--- config.mk ---
export PLATFORM = sky130hd
export DESIGN_NAME = spi_slave_channel
export DESIGN_NICKNAME = d
export VERILOG_FILES = /design/src/spi_slave_pkg.sv /design/src/sck_edge_sampler.sv /design/src/spi_slave_channel.sv
export SDC_FILE = /design/constraint.sdc
export NUM_CORES = 1
export LEC_CHECK = 0
export CAP_MARGIN = 10
export CORE_MARGIN = 3
export CORE_UTILIZATION = 63
export CTS_CLUSTER_DIAMETER = 200
export DETAILED_ROUTE_END_ITERATION = 8
export DONT_BUFFER_PORTS = 1
export GPL_TIMING_DRIVEN = 0
export PLACE_DENSITY = 0.79
export SYNTH_ARGS = -nofsm -noshare
export SYNTH_HDL_FRONTEND = slang
export SYNTH_HIERARCHICAL = 1
export SYNTH_SLANG_ARGS = --single-unit
--- constraint.sdc ---
create_clock -name clk_in -period 1.8 [get_ports clk_in]
set_input_delay 0.36 -clock clk_in [delete_from_list [all_inputs] [get_ports clk_in]]
set_output_delay 0.36 -clock clk_in [all_outputs]
set_load 0.1 [all_outputs]
--- src/spi_slave_pkg.sv ---
package spi_slave_pkg;

    // register indices on the plain register port
    localparam logic [3:0] ADDR_DATA = 4'h0;
    localparam logic [3:0] ADDR_MODE = 4'h1;
    localparam logic [3:0] ADDR_COMM = 4'h2;
    localparam logic [3:0] ADDR_STATUS = 4'h3;
    localparam logic [3:0] ADDR_OUT_LEVEL = 4'h4;
    localparam logic [3:0] ADDR_OUT_ENABLE = 4'h5;
    localparam logic [3:0] ADDR_START = 4'h6;
    localparam logic [3:0] ADDR_PER_ENABLE = 4'h7;

    // channel_mode_reg fields
    localparam int MODE_IRQ_SRC_BIT = 0;
    localparam int MODE_CLK_SEL_BIT = 1;
    localparam int MODE_OP_LO = 2;
    localparam int MODE_OP_HI = 3;

    // comm_setting_reg fields
    localparam int COMM_DAP_BIT = 0;
    localparam int COMM_CKP_BIT = 1;
    localparam int COMM_LSB_BIT = 2;
    localparam int COMM_LEN7_BIT = 3;

    // channel_status_reg fields
    localparam int STAT_BUSY_BIT = 0;
    localparam int STAT_BFF_BIT = 1;
    localparam int STAT_OVF_BIT = 2;
    localparam int STAT_RXF_BIT = 3;

    // channel_start_reg fields
    localparam int START_RUN_BIT = 0;
    localparam int START_STOP_BIT = 1;

    // operating modes held in channel_mode_reg
    localparam logic [1:0] OP_OFF = 2'h0;
    localparam logic [1:0] OP_RX = 2'h1;
    localparam logic [1:0] OP_TX = 2'h2;
    localparam logic [1:0] OP_TXRX = 2'h3;

    // word lengths
    localparam logic [3:0] LEN_SHORT = 4'h7;
    localparam logic [3:0] LEN_LONG = 4'h8;

    // reset values
    localparam logic [7:0] RST_BYTE = 8'h00;
    localparam logic [3:0] RST_MODE = 4'h0;
    localparam logic [3:0] RST_COMM = 4'h0;
    localparam logic RST_OUT_LEVEL = 1'b1;
    localparam logic RST_OUT_ENABLE = 1'b0;
    localparam logic RST_PER_ENABLE = 1'b0;

endpackage

--- src/sck_edge_sampler.sv ---
`timescale 1ns/10ps
`default_nettype none

// samples the master's serial clock on operation clock ticks
module sck_edge_sampler (
    // clock and reset
    input wire logic clk_in,
    input wire logic rst_in,
    // sampling
    input wire logic tick_in,
    input wire logic sck_in,
    input wire logic invert_in,
    // edges of the effective clock
    output logic lead_out,
    output logic trail_out
);

    logic sync1_q;
    logic sync2_q;
    logic prev_q;
    logic eff_now;
    logic eff_prev;

    always_ff @(posedge clk_in) begin
        if (rst_in) begin
            sync1_q <= 1'b1;
            sync2_q <= 1'b1;
            prev_q <= 1'b1;
        end else if (tick_in) begin
            sync1_q <= sck_in;
            sync2_q <= sync1_q;
            prev_q <= sync2_q;
        end
    end

    assign eff_now = sync2_q ^ invert_in;
    assign eff_prev = prev_q ^ invert_in;

    // one pulse per sampled edge; the master keeps under a sixth of
    // the tick rate so no edge slips between two samples
    always_ff @(posedge clk_in) begin
        if (rst_in) begin
            lead_out <= 1'b0;
            trail_out <= 1'b0;
        end else begin
            lead_out <= tick_in & eff_prev & ~eff_now;
            trail_out <= tick_in & ~eff_prev & eff_now;
        end
    end

endmodule

`default_nettype wire

--- src/spi_slave_channel.sv ---
`timescale 1ns/10ps
`default_nettype none

module spi_slave_channel #(
    parameter int ADDR_W = 4,
    parameter int DATA_W = 8
) (
    // clock and reset
    input wire logic clk_in,
    input wire logic rst_in,
    // register port
    input wire logic [ADDR_W-1:0] reg_addr_in,
    input wire logic [DATA_W-1:0] reg_wdata_in,
    input wire logic reg_wr_in,
    input wire logic reg_rd_in,
    output logic [DATA_W-1:0] reg_rdata_out,
    // operation clock ticks from the prescaler
    input wire logic prescaler_clock_a_in,
    input wire logic prescaler_clock_b_in,
    // serial pins
    input wire logic serial_clock_pin_ch0_in,
    input wire logic serial_in_pin_ch0_in,
    output logic serial_out_pin_ch0_out,
    output logic serial_out_pin_ch0_oe_n_out,
    // interrupt request pulse
    output logic channel0_irq_out
);

    initial begin
        if (DATA_W != 8 || ADDR_W < 3) begin
            $error("spi_slave_channel: unsupported width");
        end
    end

    typedef enum logic [1:0] {
        ST_IDLE = 2'b00,
        ST_LOADED = 2'b01,
        ST_SHIFT = 2'b10
    } shift_state_t;

    shift_state_t state_q;
    logic per_en_q;
    logic unit_rst;
    logic [3:0] mode_q;
    logic [3:0] comm_q;
    logic out_level_q;
    logic out_enable_q;
    logic run_q;
    logic [7:0] tx_buf_q;
    logic buf_full_q;
    logic [7:0] tx_sh_q;
    logic [7:0] rx_sh_q;
    logic [7:0] rx_data_q;
    logic rx_full_q;
    logic overrun_q;
    logic [3:0] bit_cnt_q;
    logic tick;
    logic lead;
    logic trail;
    logic sample_edge;
    logic shift_edge;
    logic [1:0] op_mode;
    logic tx_mode;
    logic dap;
    logic lsb_first;
    logic [3:0] word_len;
    logic wr_data;
    logic rd_data;
    logic do_load;
    logic do_sample;
    logic do_advance;
    logic word_end;
    logic [7:0] rx_next;

    // most- or least-significant bit of the current word
    function automatic logic pick_bit(input logic [7:0] sh, input logic lsb,
                                      input logic [3:0] len);
        if (lsb) begin
            pick_bit = sh[0];
        end else begin
            pick_bit = sh[3'(len - 4'h1)];
        end
    endfunction

    // finished word aligned to bit 0, unused top bit cleared
    function automatic logic [7:0] align_rx(input logic [7:0] sh,
                                            input logic lsb,
                                            input logic [3:0] len);
        logic [7:0] w;
        w = (lsb && len == spi_slave_pkg::LEN_SHORT) ? (sh >> 1) : sh;
        if (len == spi_slave_pkg::LEN_SHORT) begin
            w[7] = 1'b0;
        end
        align_rx = w;
    endfunction

    // cleared peripheral enable holds all but the enable and read data registers in reset
    assign unit_rst = rst_in | ~per_en_q;

    assign op_mode = mode_q[spi_slave_pkg::MODE_OP_HI:
                            spi_slave_pkg::MODE_OP_LO];
    assign tx_mode = op_mode[1];
    assign dap = comm_q[spi_slave_pkg::COMM_DAP_BIT];
    assign lsb_first = comm_q[spi_slave_pkg::COMM_LSB_BIT];
    assign word_len = comm_q[spi_slave_pkg::COMM_LEN7_BIT] ?
                      spi_slave_pkg::LEN_SHORT : spi_slave_pkg::LEN_LONG;

    // operation clock tick from one of the two prescaler outputs
    assign tick = mode_q[spi_slave_pkg::MODE_CLK_SEL_BIT] ?
                  prescaler_clock_b_in : prescaler_clock_a_in;

    sck_edge_sampler u_sampler (
        .clk_in(clk_in),
        .rst_in(unit_rst),
        .tick_in(tick),
        .sck_in(serial_clock_pin_ch0_in),
        .invert_in(comm_q[spi_slave_pkg::COMM_CKP_BIT]),
        .lead_out(lead),
        .trail_out(trail)
    );

    // phase 1 samples on the leading edge, phase 0 on the trailing
    assign sample_edge = dap ? lead : trail;
    assign shift_edge = dap ? trail : lead;

    assign wr_data = reg_wr_in &&
                     reg_addr_in == ADDR_W'(spi_slave_pkg::ADDR_DATA);
    assign rd_data = reg_rd_in &&
                     reg_addr_in == ADDR_W'(spi_slave_pkg::ADDR_DATA);

    // the channel moves on the master's clock edges, except the phase 1 load in idle
    always_comb begin
        do_load = 1'b0;
        do_sample = 1'b0;
        do_advance = 1'b0;
        if (run_q && op_mode != spi_slave_pkg::OP_OFF) begin
            case (state_q)
                ST_IDLE: begin
                    // phase 1 presents the first bit before any edge;
                    // the word must be loaded already
                    if (dap) begin
                        do_load = buf_full_q || !tx_mode || lead;
                        do_sample = lead;
                    end else begin
                        do_load = lead;
                    end
                end
                ST_LOADED: begin
                    do_sample = sample_edge;
                    do_advance = dap ? 1'b0 : 1'b0;
                end
                ST_SHIFT: begin
                    do_sample = sample_edge;
                    do_advance = shift_edge;
                end
                default: begin
                    do_load = 1'b0;
                end
            endcase
        end
    end

    assign word_end = do_sample && bit_cnt_q == 4'(word_len - 4'h1);

    always_comb begin
        if (lsb_first) begin
            rx_next = {serial_in_pin_ch0_in, rx_sh_q[7:1]};
        end else begin
            rx_next = {rx_sh_q[6:0], serial_in_pin_ch0_in};
        end
    end

    // peripheral enable lives outside the unit reset
    always_ff @(posedge clk_in) begin
        if (rst_in) begin
            per_en_q <= spi_slave_pkg::RST_PER_ENABLE;
        end else if (reg_wr_in &&
                     reg_addr_in == ADDR_W'(spi_slave_pkg::ADDR_PER_ENABLE)) begin
            per_en_q <= reg_wdata_in[0];
        end
    end

    // configuration registers
    always_ff @(posedge clk_in) begin
        if (unit_rst) begin
            mode_q <= spi_slave_pkg::RST_MODE;
            comm_q <= spi_slave_pkg::RST_COMM;
            out_level_q <= spi_slave_pkg::RST_OUT_LEVEL;
            out_enable_q <= spi_slave_pkg::RST_OUT_ENABLE;
        end else if (reg_wr_in) begin
            case (reg_addr_in)
                ADDR_W'(spi_slave_pkg::ADDR_MODE): mode_q <= reg_wdata_in[3:0];
                ADDR_W'(spi_slave_pkg::ADDR_COMM): comm_q <= reg_wdata_in[3:0];
                ADDR_W'(spi_slave_pkg::ADDR_OUT_LEVEL): out_level_q <= reg_wdata_in[0];
                ADDR_W'(spi_slave_pkg::ADDR_OUT_ENABLE): out_enable_q <= reg_wdata_in[0];
                default: out_enable_q <= out_enable_q;
            endcase
        end
    end

    // start bit runs the channel, stop bit halts it
    always_ff @(posedge clk_in) begin
        if (unit_rst) begin
            run_q <= 1'b0;
        end else if (reg_wr_in &&
                     reg_addr_in == ADDR_W'(spi_slave_pkg::ADDR_START)) begin
            if (reg_wdata_in[spi_slave_pkg::START_STOP_BIT]) begin
                run_q <= 1'b0;
            end else if (reg_wdata_in[spi_slave_pkg::START_RUN_BIT]) begin
                run_q <= 1'b1;
            end
        end
    end

    // transmit buffer; a write while full overwrites the pending word,
    // and a write in the load cycle keeps the buffer full
    always_ff @(posedge clk_in) begin
        if (unit_rst) begin
            tx_buf_q <= spi_slave_pkg::RST_BYTE;
            buf_full_q <= 1'b0;
        end else if (wr_data) begin
            tx_buf_q <= reg_wdata_in;
            buf_full_q <= 1'b1;
        end else if (do_load) begin
            buf_full_q <= 1'b0;
        end
    end

    // shift sequencing
    always_ff @(posedge clk_in) begin
        if (unit_rst || !run_q) begin
            state_q <= ST_IDLE;
            bit_cnt_q <= 4'h0;
            tx_sh_q <= spi_slave_pkg::RST_BYTE;
            rx_sh_q <= spi_slave_pkg::RST_BYTE;
        end else begin
            if (do_load) begin
                tx_sh_q <= tx_buf_q;
                state_q <= ST_SHIFT;
            end else if (do_advance) begin
                // bit order decides the shift direction
                tx_sh_q <= lsb_first ? (tx_sh_q >> 1) : (tx_sh_q << 1);
            end
            if (do_sample) begin
                rx_sh_q <= rx_next;
                bit_cnt_q <= word_end ? 4'h0 : 4'(bit_cnt_q + 4'h1);
            end
            if (word_end) begin
                state_q <= ST_IDLE;
            end
        end
    end

    // received word and overrun; the set wins over a read
    always_ff @(posedge clk_in) begin
        if (unit_rst) begin
            rx_data_q <= spi_slave_pkg::RST_BYTE;
            rx_full_q <= 1'b0;
            overrun_q <= 1'b0;
        end else begin
            if (word_end) begin
                rx_data_q <= align_rx(rx_next, lsb_first, word_len);
                rx_full_q <= 1'b1;
                if (rx_full_q && !rd_data) begin
                    overrun_q <= 1'b1;
                end
            end else if (rd_data) begin
                rx_full_q <= 1'b0;
            end
            if (!(word_end && rx_full_q && !rd_data) && reg_wr_in &&
                reg_addr_in == ADDR_W'(spi_slave_pkg::ADDR_STATUS) &&
                reg_wdata_in[spi_slave_pkg::STAT_OVF_BIT]) begin
                overrun_q <= 1'b0;
            end
        end
    end

    // interrupt source is read when the event fires, so a late change
    // of the select bit misses the final word
    always_ff @(posedge clk_in) begin
        if (unit_rst) begin
            channel0_irq_out <= 1'b0;
        end else if (tx_mode &&
                     mode_q[spi_slave_pkg::MODE_IRQ_SRC_BIT]) begin
            channel0_irq_out <= do_load;
        end else begin
            // receive-only always reports transfer end
            channel0_irq_out <= word_end;
        end
    end

    // data out is driven only when transmitting
    always_ff @(posedge clk_in) begin
        if (unit_rst) begin
            serial_out_pin_ch0_out <= spi_slave_pkg::RST_OUT_LEVEL;
            serial_out_pin_ch0_oe_n_out <= 1'b1;
        end else if (!tx_mode) begin
            serial_out_pin_ch0_out <= spi_slave_pkg::RST_OUT_LEVEL;
            serial_out_pin_ch0_oe_n_out <= 1'b1;
        end else begin
            serial_out_pin_ch0_oe_n_out <= ~out_enable_q;
            if (state_q == ST_IDLE && !do_load) begin
                serial_out_pin_ch0_out <= out_level_q;
            end else if (do_load) begin
                serial_out_pin_ch0_out <= pick_bit(tx_buf_q, lsb_first,
                                                   word_len);
            end else if (do_advance) begin
                serial_out_pin_ch0_out <= pick_bit(lsb_first ?
                    (tx_sh_q >> 1) : (tx_sh_q << 1), lsb_first, word_len);
            end
        end
    end

    // read data one cycle after the strobe, zero when unmapped
    always_ff @(posedge clk_in) begin
        if (rst_in) begin
            reg_rdata_out <= '0;
        end else if (reg_rd_in) begin
            case (reg_addr_in)
                ADDR_W'(spi_slave_pkg::ADDR_DATA): reg_rdata_out <= rx_data_q;
                ADDR_W'(spi_slave_pkg::ADDR_MODE): reg_rdata_out <= {4'h0, mode_q};
                ADDR_W'(spi_slave_pkg::ADDR_COMM): reg_rdata_out <= {4'h0, comm_q};
                ADDR_W'(spi_slave_pkg::ADDR_STATUS): reg_rdata_out <= {4'h0,
                    rx_full_q, overrun_q, buf_full_q, state_q != ST_IDLE};
                ADDR_W'(spi_slave_pkg::ADDR_OUT_LEVEL):
                    reg_rdata_out <= {7'h00, out_level_q};
                ADDR_W'(spi_slave_pkg::ADDR_OUT_ENABLE):
                    reg_rdata_out <= {7'h00, out_enable_q};
                ADDR_W'(spi_slave_pkg::ADDR_START):
                    reg_rdata_out <= {7'h00, run_q};
                ADDR_W'(spi_slave_pkg::ADDR_PER_ENABLE):
                    reg_rdata_out <= {7'h00, per_en_q};
                default: reg_rdata_out <= '0;
            endcase
        end else begin
            reg_rdata_out <= '0;
        end
    end

endmodule

`default_nettype wire

======== Word level (Yosys, flattened, before mapping) ========
Cells that the tools add are included.
cells by class
  eq/ne operators ......................... 9
  add/subtract/negate cells ............... 2
  bitwise operators ....................... 13
  order comparisons ....................... 1
  multiplexer cells ....................... 36
  reductions and logical operators ........ 41
operators with widths
  kind                   number
  $pmux W8 S8            1
  $mux W8                5
  $mux W1                25
  $eq A4 B3 Y1 const B   5
  $logic_and A1 B1 Y1    15
  $reduce_and A2 Y1      6
  $reduce_bool A2 Y1     5
  $eq A4 B2 Y1 const B   2
  $mux W4                2
  $reduce_or A2 Y1       4
  $bmux W1 S3            2
  $not A1 Y1             6
  $logic_not A1 Y1       5
  $add A4 B1 Y4 const B  1
  $and A1 B1 Y1          4
  $eq A4 B1 Y1 const B   1
  $eq A4 B4 Y1           1
  $logic_not A4 Y1       1
  $lt A3 B4 Y1 const B   1
  $sub A4 B1 Y4 const B  1
  $logic_or A1 B1 Y1     3
  $reduce_bool A3 Y1     1
  $logic_not A2 Y1       1
  $pmux W1 S2            1
  other kinds (2)        3
word-level totals
  input bits .............................. 20
  output and inout bits ................... 11
  register bits ........................... 68
  word-level logic and storage cells ...... 126

======== Longest topological paths before layout ========
Gate-level depths: netlist of the first run.
  depth after elaboration ................. 11
  gate-level depth with buffers ........... 6
  mapped depth without buffers ............ 5

======== By module ========
The synthesis of the first run kept the hierarchy.
by module, submodules not included
  module             instances  area an instance (um2)  cells each
  spi_slave_channel  1          3101.7                  343
  sck_edge_sampler   1          198.9                   18

======== Least setup slack after synthesis of the first run ========
OpenSTA, ideal clock, no wires.
  kind .................................... in2reg
  start ................................... input port reg_addr_in[0]
  end ..................................... register tx_buf_q[1]
  data arrival time ....................... 1.335 ns
  stages .................................. 6
  setup time .............................. 0.132 ns
  slack ................................... 0.333 ns
  path through ............................ buf_2 nor4_1 buf_2 nand2_1 nand2_1 a21oi_1
on the way
  word-level cells in the longest chain between the ends .. 2
ends and longest elaborated chain
  element               RTL line                  text
  from (decl)           spi_slave_channel.sv:12   input wire logic [ADDR_W-1:0] reg_addr_in,
  $logic_not A4 Y1      spi_slave_channel.sv:127  reg_addr_in == ADDR_W'(spi_slave_pkg::ADDR_DATA);
  $logic_and A1 B1 Y1   spi_slave_channel.sv:126  assign wr_data = reg_wr_in &&
  to (signal assigned)  spi_slave_channel.sv:219  tx_buf_q <= spi_slave_pkg::RST_BYTE;
  to (signal assigned)  spi_slave_channel.sv:222  tx_buf_q <= reg_wdata_in;
  to (decl)             spi_slave_channel.sv:49   logic [7:0] tx_buf_q;
No other way between the ends.
A chain may end at the register's enable or synchronous reset.

======== Worst setup path in the final report of the first run ========
  start ................................... register serial_out_pin_ch0_out
  end ..................................... output port serial_out_pin_ch0_out
RTL lines
  element                 RTL line                  text
  from (decl)             spi_slave_channel.sv:23   output logic serial_out_pin_ch0_out,
  from (signal assigned)  spi_slave_channel.sv:295  serial_out_pin_ch0_out <= spi_slave_pkg::RST_OUT_LEVEL;
  from (signal assigned)  spi_slave_channel.sv:298  serial_out_pin_ch0_out <= spi_slave_pkg::RST_OUT_LEVEL;
  from (signal assigned)  spi_slave_channel.sv:303  serial_out_pin_ch0_out <= out_level_q;
No word-level cell between the ends.

==> results.md, run 1 <==
- Hold crit path type: primary input to flip-flop
- Clk slew on worst S/H paths: 0.07 ns
- Normalized max-slew margin: 0.349
- Clock buffer depth: 2
- Power per cell area: 771 nW/um2
- Post-Syn Area: 3300 um2
- Yosys warning count: 6
- Iteration-0 DRC count of the detailed router: 196
- H-tree level count: 3
- Core Util, Final: 0.735
- DRC Markers: 0
- Reg area: 1360 um2
- Clock Latency Late Sink: 0.34 ns
- Fin crit share: 0.927
- Via/cell ratio: 6.17
- Place WS: -0.0426 ns
- Max Fclk: 0.599 GHz
- IO buf count: 0
- TritonCTS clock tree: built
- Worst EP arrival: 1.31 ns
- Synth Register Bits: 68
- DP HPWL: 5.42 mm
- Avg Cell Area, Syn: 9.14 um2
- Total negative slack: 0 ns
- Die Y: 78.4 um
- Multi-input logic area: 1800 um2
- Critical path capture point type: output port
- Die width: 78.4 um
- Root Buffer: clkbuf_8
- Maxcap violations: 0
- Final WS setup: 0.131 ns
- Static Leakage: 1.22 nW
- VDD IR max: 725 uV
- Finish-stage setup viols: 0
- Minimum clock period: 1.67 ns
- DR pass1 iterations: 4
- Asr flop ratio synth: 0
- Inserted Diodes: 0
- Vias in the first global route: 2620
- GP Congestion: 0.876
- Post-synth EDFFs: 0
- Total CTS buffers: 9
- Ratio of cells with drive above 1 in the final layout: 0.133
- RSZ-0062 raised after global routing: false
- Antenna violations before repair: 0
- Critical path fanouts, max: 2
- Drt wl/cell: 17.4 um
- Main area contributors after synthesis: dfxtp_1 (41%), mux2i_1 (13%), nand2_1 (5.8%)
- Least-Margin Pin Slew: 0.975 ns
- FP Rows: 25
- Total power: 2.76 mW
- Fillers: 405
- CTS sink cnt: 68
- Layout Skew: 0.00691 ns
- Synth cell count leaders: dfxtp_1 (68), nand2_1 (51), mux2i_1 (42)
- Slew Viols, Final: 0
- Netlist cell types: 48
- Synth Net Count: 382
- Setup bufs post-CTS: 0
- WL final: 7.71 mm
- I/O pin cnt: 31
- Layout Nets: 393
- Most frequent cell after synthesis: dfxtp_1
- Final hold violations: 0
- Global route total overflow: 0
- Final ANT Viol Nets: 0
- Die ar.: 6140 um2
- Post-Syn Instances: 361
- Core area: 4880 um2
- Starting Density: 0.676
- Sequential element share of the synthesized area: 0.412
- Dominant cell type by area after synthesis: dfxtp_1
- Post-synth top area share: 0.412
- Status: completed
- WS Path Type: flip-flop to output port
- Hold WS: 0.0869 ns
- GRT Total Usage: 0.269
- Area growth, synth to finish: 8.61%
- Pin count of the biggest net entering global routing: 14
- First-pass GRT wire length: 13.0 mm
- Data required time of the worst path: 1.44 ns
- Launching element type of the critical path: flip-flop
- Via count: 2735
- Main synth FF type: dfxtp_1
-- layout make-up --
cell class | count | share of cell area
buffer | 25 | 0.0412
clock buffer | 13 | 0.0415
clock inverter | 2 | 0.00977
inverter | 2 | 0.00209
multi-input combinational | 266 | 0.502
sequential | 68 | 0.380
tap | 67 | 0.0234
-- repair_timing --
item,4_1_cts,5_1_grt
hold buffers,0,0
setup endpoints to repair,0,5
resized for setup,0,2
-- cell families after synthesis --
family / share of synthesized area
buf+inv: 0.0470
flops: 0.412
simple gates: 0.216
xor+xnor: 0.00531
fa+ha+maj: 0.00379
mux: 0.161
compound gates: 0.154
-- per-stage QoR --
step	std cells	cell area, um2
5_1_grt	443	3580
3_3_place_gp	428	3380
2_1_floorplan	361	3300
4_1_cts	443	3570
6_report	443	3580
3_5_place_dp	428	3380
-- state kept, by name (all words and copies together) (netlist names), 4 cells and up --
register / count
comm_q: 4
bit_cnt_q: 4
rx_sh_q: 8
tx_sh_q: 8
rx_data_q: 8
mode_q: 4
reg_rdata_out: 8
tx_buf_q: 8
-- placed cells by master (no fill, tap or decap), types with 4 or more instances in the layout --
cell type  synthesis  routed
nor2b_1            6       6
buf_2             10      10
a21oi_1           18      18
dfxtp_1           68      68
nor3_1             4       4
mux2_2             8       8
mux2i_1           42      42
o21ai_0           15      15
o2111ai_1          7       7
buf_4              5       5
clkbuf_8           0      10
nand3b_1           6       6
and2_1             8       8
o22ai_1            9       9
nand2_1           51      51
nor3b_1            4       4
nand3_1           13      13
nor2_1            25      25
clkbuf_1           7      10
a211oi_1          11      11
-- report_power, final --
part	switching, mW	internal, mW
clock	0.526	0.670
combinational	0.0362	0.0226
sequential	0.00395	1.51
total	0.566	2.20
-- per-layer routing --
layer  wire length (um)  global-route usage  up-vias
met5                  0                   0        -
met4                136              0.0909        0
met3                372              0.0539       14
met2               3830               0.448       79
met1               3380               0.351     1322
li1                   -                   -     1320
-- path summary, 6_finish.rpt --
| check | from | end | slack, ns | cells past startpoint |
|---|---|---|---|---|
| worst min register to register | out_enable_q$_SDFFE_PP0P_ | serial_out_pin_ch0_oe_n_out$_SDFF_PP1_ | 0.44 | 1 |
| worst max register to register | u_sampler/lead_out$_SDFF_PP0_ | rx_data_q[5]$_SDFFE_PP0P_ | 0.15 | 5 |
| worst max-delay path | serial_out_pin_ch0_out$_SDFFE_PP1P_ | serial_out_pin_ch0_out | 0.13 | 0 |
| worst min-delay path | rst_in | per_en_q$_SDFFE_PP0P_ | 0.09 | 1 |
Note: power is estimated with default switching activity, not from simulation.
==> run 2, diff against run 1 <==
--- a/config.mk
+++ b/config.mk
@@ -17,3 +17,4 @@
 export SYNTH_HDL_FRONTEND = slang
 export SYNTH_HIERARCHICAL = 1
 export SYNTH_SLANG_ARGS = --single-unit
+export TNS_END_PERCENT = 30
==> constraint.sdc (replaced) <==
create_clock -name clk_in -period 1.6 [get_ports clk_in]
set_input_delay 0.32 -clock clk_in [delete_from_list [all_inputs] [get_ports clk_in]]
set_output_delay 0.32 -clock clk_in [all_outputs]
set_load 0.1 [all_outputs]
==> results.md, run 2 (same netlist as run 1, synthesis figures left out) <==
- Most common cell after layout, fill and taps aside: dfxtp_1
- Normalized max-slew margin: 0.580
- WL final: 8.00 mm
- Finish-stage setup viols: 0
- Drt wl/cell: 17.6 um
- Met3 Use GR: 0.0550
- Clk slew on worst S/H paths: 0.06 ns
- Hold_buf cts: 0
- Flop-to-flop setup slack: 0.03 ns
- Critical Path Sink: rx_data_q[0]$_SDFFE_PP0P_
- Hold WS: 0.0446 ns
- Status: completed
- Placed cell count: 428
- DRC Markers: 0
- Starting Density: 0.676
- Hold crit path type: primary input to flip-flop
- H-tree level count: 3
- Worst EP arrival: 1.83 ns
- GRT Max-Usage Layer: met2
- Ratio of cells with drive above 1 in the final layout: 0.227
- Clock Latency Late Sink: 0.34 ns
- Met2 global-route usage: 0.454
- Place WS: -0.203 ns
- Final hold violations: 0
- DR pass1 iterations: 4
- GRT Total Usage: 0.270
- Antenna violations before repair: 0
- VDD IR max: 809 uV
- Worst R2R Path Depth: 6
- Die Y: 78.4 um
- Final WS setup: 0.0330 ns
- GP Congestion: 0.876
- R2r endpoint: rx_data_q[0]$_SDFFE_PP0P_
- Critical path capture point type: flip-flop
- Iteration-0 DRC count of the detailed router: 194
- Minimum clock period: 1.57 ns
- Via count: 2751
- Data required time of the worst path: 1.86 ns
- Total CTS buffers: 9
- M1 GR Usage: 0.345
- Static Leakage: 1.33 nW
- Final ANT Viol Nets: 0
- Die ar.: 6140 um2
- Launching element type of the critical path: flip-flop
- Commonest non-fill, non-tap cells in the layout: dfxtp_1 (54), nand2_1 (48), mux2i_1 (42)
- Area growth, synth to finish: 14.3%
- Layout Skew: 0.00536 ns
- Via/cell ratio: 6.06
- Layout Nets: 404
- Critical path fanouts, max: 6
- TritonCTS clock tree: built
- Core area: 4880 um2
- Fin crit share: 0.979
- Least-Margin Pin Slew: 0.629 ns
- Layout Cells excl Fill: 454
- Global route total overflow: 0
- IO buf count: 0
- Pin count of the biggest net entering global routing: 14
- Core Util, Final: 0.773
- I/O pin cnt: 31
- Maxcap violations: 0
- Die width: 78.4 um
- CTS sink cnt: 68
- Slew Viols, Final: 0
- FP Rows: 25
- Vias in the first global route: 2605
- Clock buffer depth: 2
- Inserted Diodes: 0
- First-pass GRT wire length: 13.0 mm
- Max Fclk: 0.638 GHz
- DP HPWL: 5.42 mm
- RSZ-0062 raised after global routing: true
- Root Buffer: clkbuf_8
- Post-route cell area: 3770 um2
- Total power: 3.11 mW
- WS Path Type: flip-flop to flip-flop
- Power per cell area: 825 nW/um2
- Placed cell area: 3380 um2
- Total negative slack: 0 ns
- Setup crit start: comm_q[0]$_SDFFE_PP0P_
- RR Startpoint: comm_q[0]$_SDFFE_PP0P_
[run 2: changes by cell type in the layout (fill, tap and decap cells not counted), moves of 2 or more]
| cell | delta |
|---|---|
| buf_4 | +9 |
| buf_6 | +2 |
| clkbuf_1 | -3 |
| clkbuf_2 | +3 |
| dfxtp_1 | -14 |
| dfxtp_2 | +14 |
| nand2_1 | -3 |
| nand2_2 | +2 |
| o2111ai_1 | -3 |
| o2111ai_2 | +3 |
| o21ai_0 | -5 |
| o21ai_1 | +5 |
[run 2: how the worst min path moves through the flow]
stage                                    startpoint                                endpoint  slack, ns  depth (start not counted)
after global placement                       rst_in                   per_en_q$_SDFFE_PP0P_       0.39                          1
after CTS                                    rst_in                   per_en_q$_SDFFE_PP0P_       0.04                          1
final                                        rst_in                   per_en_q$_SDFFE_PP0P_       0.04                          1
after floorplan           out_enable_q$_SDFFE_PP0P_  serial_out_pin_ch0_oe_n_out$_SDFF_PP1_       0.38                          1
after global routing                         rst_in                   per_en_q$_SDFFE_PP0P_       0.04                          1
after detailed placement                     rst_in                   per_en_q$_SDFFE_PP0P_       0.40                          1
[run 2: area by class of cell]
cell class	instances	area, um2
Multi-Input combinational cell	266	1860
Sequential cell	68	1380
Fill cell	370	1110
Buffer	25	161
Clock buffer	13	149
Timing Repair Buffer	11	95.1
Tap cell	67	83.8
Clock inverter	2	35.0
Inverter	2	7.51
[run 2: worst max-delay path, stage by stage, from the launching register on]
cell	delay, ns
dfxtp_2	0.32
buf_6	0.12
nand3b_4	0.19
a2111oi_4	0.43
buf_4	0.23
o2111ai_1	0.10
o21ai_0	0.09
[run 2: layer usage]
layer | part of all wire | wire, um | vias to the layer above
li1 | - | - | 1343
met1 | 0.44 | 3530 | 1335
met2 | 0.49 | 3950 | 57
met3 | 0.046 | 368 | 16
met4 | 0.018 | 147 | 0
met5 | 0 | 0 | -
[run 2: where the power goes]
group	internal, mW	total (mW)	switching (mW)
registers	1.69	1.70	0.00446
logic	0.0258	0.0676	0.0418
clock network	0.753	1.35	0.595
total	2.47	3.11	0.641
[run 2: what timing repair did]
item / 4_1_cts / 5_1_grt
setup endpoints to repair: 25 / 36
gates resized for setup: 19 / 24
cloned: 0 / 1
pin swaps: 0 / 6
setup buffers: 0 / 10
==> run 3, diff against run 2 <==
--- a/config.mk
+++ b/config.mk
@@ -5,13 +5,16 @@
 export SDC_FILE = /design/constraint.sdc
 export NUM_CORES = 1
 export LEC_CHECK = 0
+export ABC_CLOCK_PERIOD_IN_PS = 1600
 export CAP_MARGIN = 10
+export CORE_ASPECT_RATIO = 2
 export CORE_MARGIN = 3
 export CORE_UTILIZATION = 63
 export CTS_CLUSTER_DIAMETER = 200
 export DETAILED_ROUTE_END_ITERATION = 8
 export DONT_BUFFER_PORTS = 1
 export GPL_TIMING_DRIVEN = 0
+export MAX_ROUTING_LAYER = met4
 export PLACE_DENSITY = 0.79
 export SYNTH_ARGS = -nofsm -noshare
 export SYNTH_HDL_FRONTEND = slang
==> results.md, run 3 (same netlist as run 1, synthesis figures left out) <==
- Status: finished with violations
- Failing checks: setup timing
- H-tree level count: 3
- WS Path Type: flip-flop to flip-flop
- Finish-stage setup viols: 8
- GRT Total Usage: 0.288
- Fin crit share: 1.06
- Reg area: 1380 um2
- Commonest non-fill, non-tap cells in the layout: dfxtp_1 (54), nand2_1 (50), mux2i_1 (42)
- DRC Markers: 0
- Multi-input logic area: 1880 um2
- Minimum clock period: 1.70 ns
- Net Sw Frac: 0.234
- Clk slew on worst S/H paths: 0.08 ns
- Clock buffer depth: 2
- RSZ-0062 raised after global routing: true
- Area growth, synth to finish: 15.7%
- Worst R2R Path Depth: 7
- Slowest CP cell: a2111oi_4
- Total negative slack: -0.480 ns
- Core area: 4950 um2
- Normalized max-slew margin: 0.652
- Switch Pwr: 0.744 mW
- Starting Density: 0.666
- Slew Viols, Final: 0
- GP Congestion: 0.905
- Layout Nets: 406
- Int Pwr: 2.44 mW
- Root Buffer: clkbuf_8
- VDD IR max: 986 uV
- Max Fclk: 0.588 GHz
- FP Rows: 36
- Static Leakage: 1.32 nW
- Ratio of cells with drive above 1 in the final layout: 0.241
- Via/cell ratio: 6.25
- Total CTS buffers: 9
- Antenna violations before repair: 0
- CTS sink cnt: 68
- Die width: 57.2 um
- Reg power frac: 0.533
- First-pass GRT wire length: 13.1 mm
- IO buf count: 0
- Fillers: 387
- Least-Margin Pin Slew: 0.523 ns
- DR pass1 iterations: 4
- Layout Skew: 0.0119 ns
- Via count: 2794
- Iteration-0 DRC count of the detailed router: 152
- R2r endpoint: rx_data_q[0]$_SDFFE_PP0P_
- Final hold violations: 0
- CP cell instances: buf_6 > nand3b_4 > a2111oi_4 > buf_6 > buf_6 > o2111ai_1 > o21ai_1
- Vias in the first global route: 2637
- Clk pwr share: 0.447
- RR Startpoint: comm_q[0]$_SDFFE_PP0P_
- Combinational fraction of design power: 0.021
- End of the worst hold path: per_en_q$_SDFFE_PP0P_
- Global route total overflow: 0
- Placed cell area: 3370 um2
- Flop-to-flop setup slack: -0.1 ns
- Hold crit path type: primary input to flip-flop
- Hold Path Depth: 1
- Most common cell after layout, fill and taps aside: dfxtp_1
- CP Buf/Inv Count: 3
- I/O pin cnt: 31
- Post-route cell area: 3820 um2
- CP max stage delay: 0.48 ns
- Critical path capture point type: flip-flop
- Critical path fanouts, max: 6
- Maxcap violations: 0
- Final WS setup: -0.0999 ns
- Worst hold start: rst_in
- Pin count of the biggest net entering global routing: 14
- Die Y: 108 um
- TritonCTS clock tree: built
- WL final: 8.35 mm
- Clock Latency Late Sink: 0.36 ns
- Drt wl/cell: 18.7 um
- DP HPWL: 5.83 mm
- Launching element type of the critical path: flip-flop
- Die ar.: 6200 um2
- Final ANT Viol Nets: 0
- Data required time of the worst path: 1.89 ns
- Inserted Diodes: 0
- CP most frequent cell: buf_6
- Worst EP arrival: 1.99 ns
- CP delay by family, top: compound AO/OA/AOI/OAI gates
- Hold WS: 0.0250 ns
- Power per cell area: 834 nW/um2
==> run 3: per-layer routing <==
metal / up-vias / wire [um] / GRT usage / part of all wire
met2: 70 / 4560 / 0.496 / 0.55
li1: 1348 / - / - / -
met4: 0 / 443 / 0.189 / 0.053
met5: - / 0 / - / 0
met3: 38 / 293 / 0.0526 / 0.035
met1: 1338 / 3050 / 0.289 / 0.37
==> run 3: through the flow <==
stage                     setup WS [ns]  std cells  total power [mW]   util
after global routing             -0.145        447              3.26  0.770
final                           -0.0999        447              3.18  0.770
after CTS                       0.00158        435              3.20  0.730
after floorplan                   0.173        361              1.79      -
after detailed placement         -0.171        418              1.80  0.681
after global placement           -0.174        418              1.80  0.681
==> run 3: repair_timing <==
| action | 4_1_cts | 5_1_grt |
|---|---|---|
| resized for setup | 17 | 32 |
| pin swaps | 1 | 7 |
| buffers inserted | 1 | 12 |
| setup endpoints to repair | 28 | 21 |
| hold buffers | 0 | 0 |
==> run 3: area by class of cell <==
cell class              count  area share
well taps                  57      0.0187
clock inverters             7      0.0197
plain buffers              25      0.0423
clock buffers               9      0.0324
multi-input cells         266       0.493
repair buffers             13      0.0308
inverters                   2     0.00197
flip-flops and latches     68       0.361
==> run 3: worst max-delay path by stage <==
stage / depth (start not counted) / end / startpoint / slack (ns)
floorplan: 6 / tx_buf_q[1]$_SDFFE_PP0P_ / reg_addr_in[0] / 0.17
global placement: 5 / u_sampler/lead_out$_SDFF_PP0_ / per_en_q$_SDFFE_PP0P_ / -0.17
detailed placement: 5 / u_sampler/lead_out$_SDFF_PP0_ / per_en_q$_SDFFE_PP0P_ / -0.17
CTS: 6 / rx_data_q[5]$_SDFFE_PP0P_ / comm_q[0]$_SDFFE_PP0P_ / 0.002
global route: 7 / rx_data_q[0]$_SDFFE_PP0P_ / comm_q[0]$_SDFFE_PP0P_ / -0.15
finish: 7 / rx_data_q[0]$_SDFFE_PP0P_ / comm_q[0]$_SDFFE_PP0P_ / -0.1
==> run 3: power by group through the flow <==
| stage | Clock, mW | Combinational [mW] | Sequential, mW |
|---|---|---|---|
| after floorplan | 0 | 0.0523 | 1.74 |
| after global placement | 0 | 0.0624 | 1.74 |
| after detailed placement | 0 | 0.0634 | 1.74 |
| after CTS | 1.44 | 0.0642 | 1.70 |
| after global routing | 1.49 | 0.0710 | 1.70 |
| final | 1.42 | 0.0662 | 1.70 |
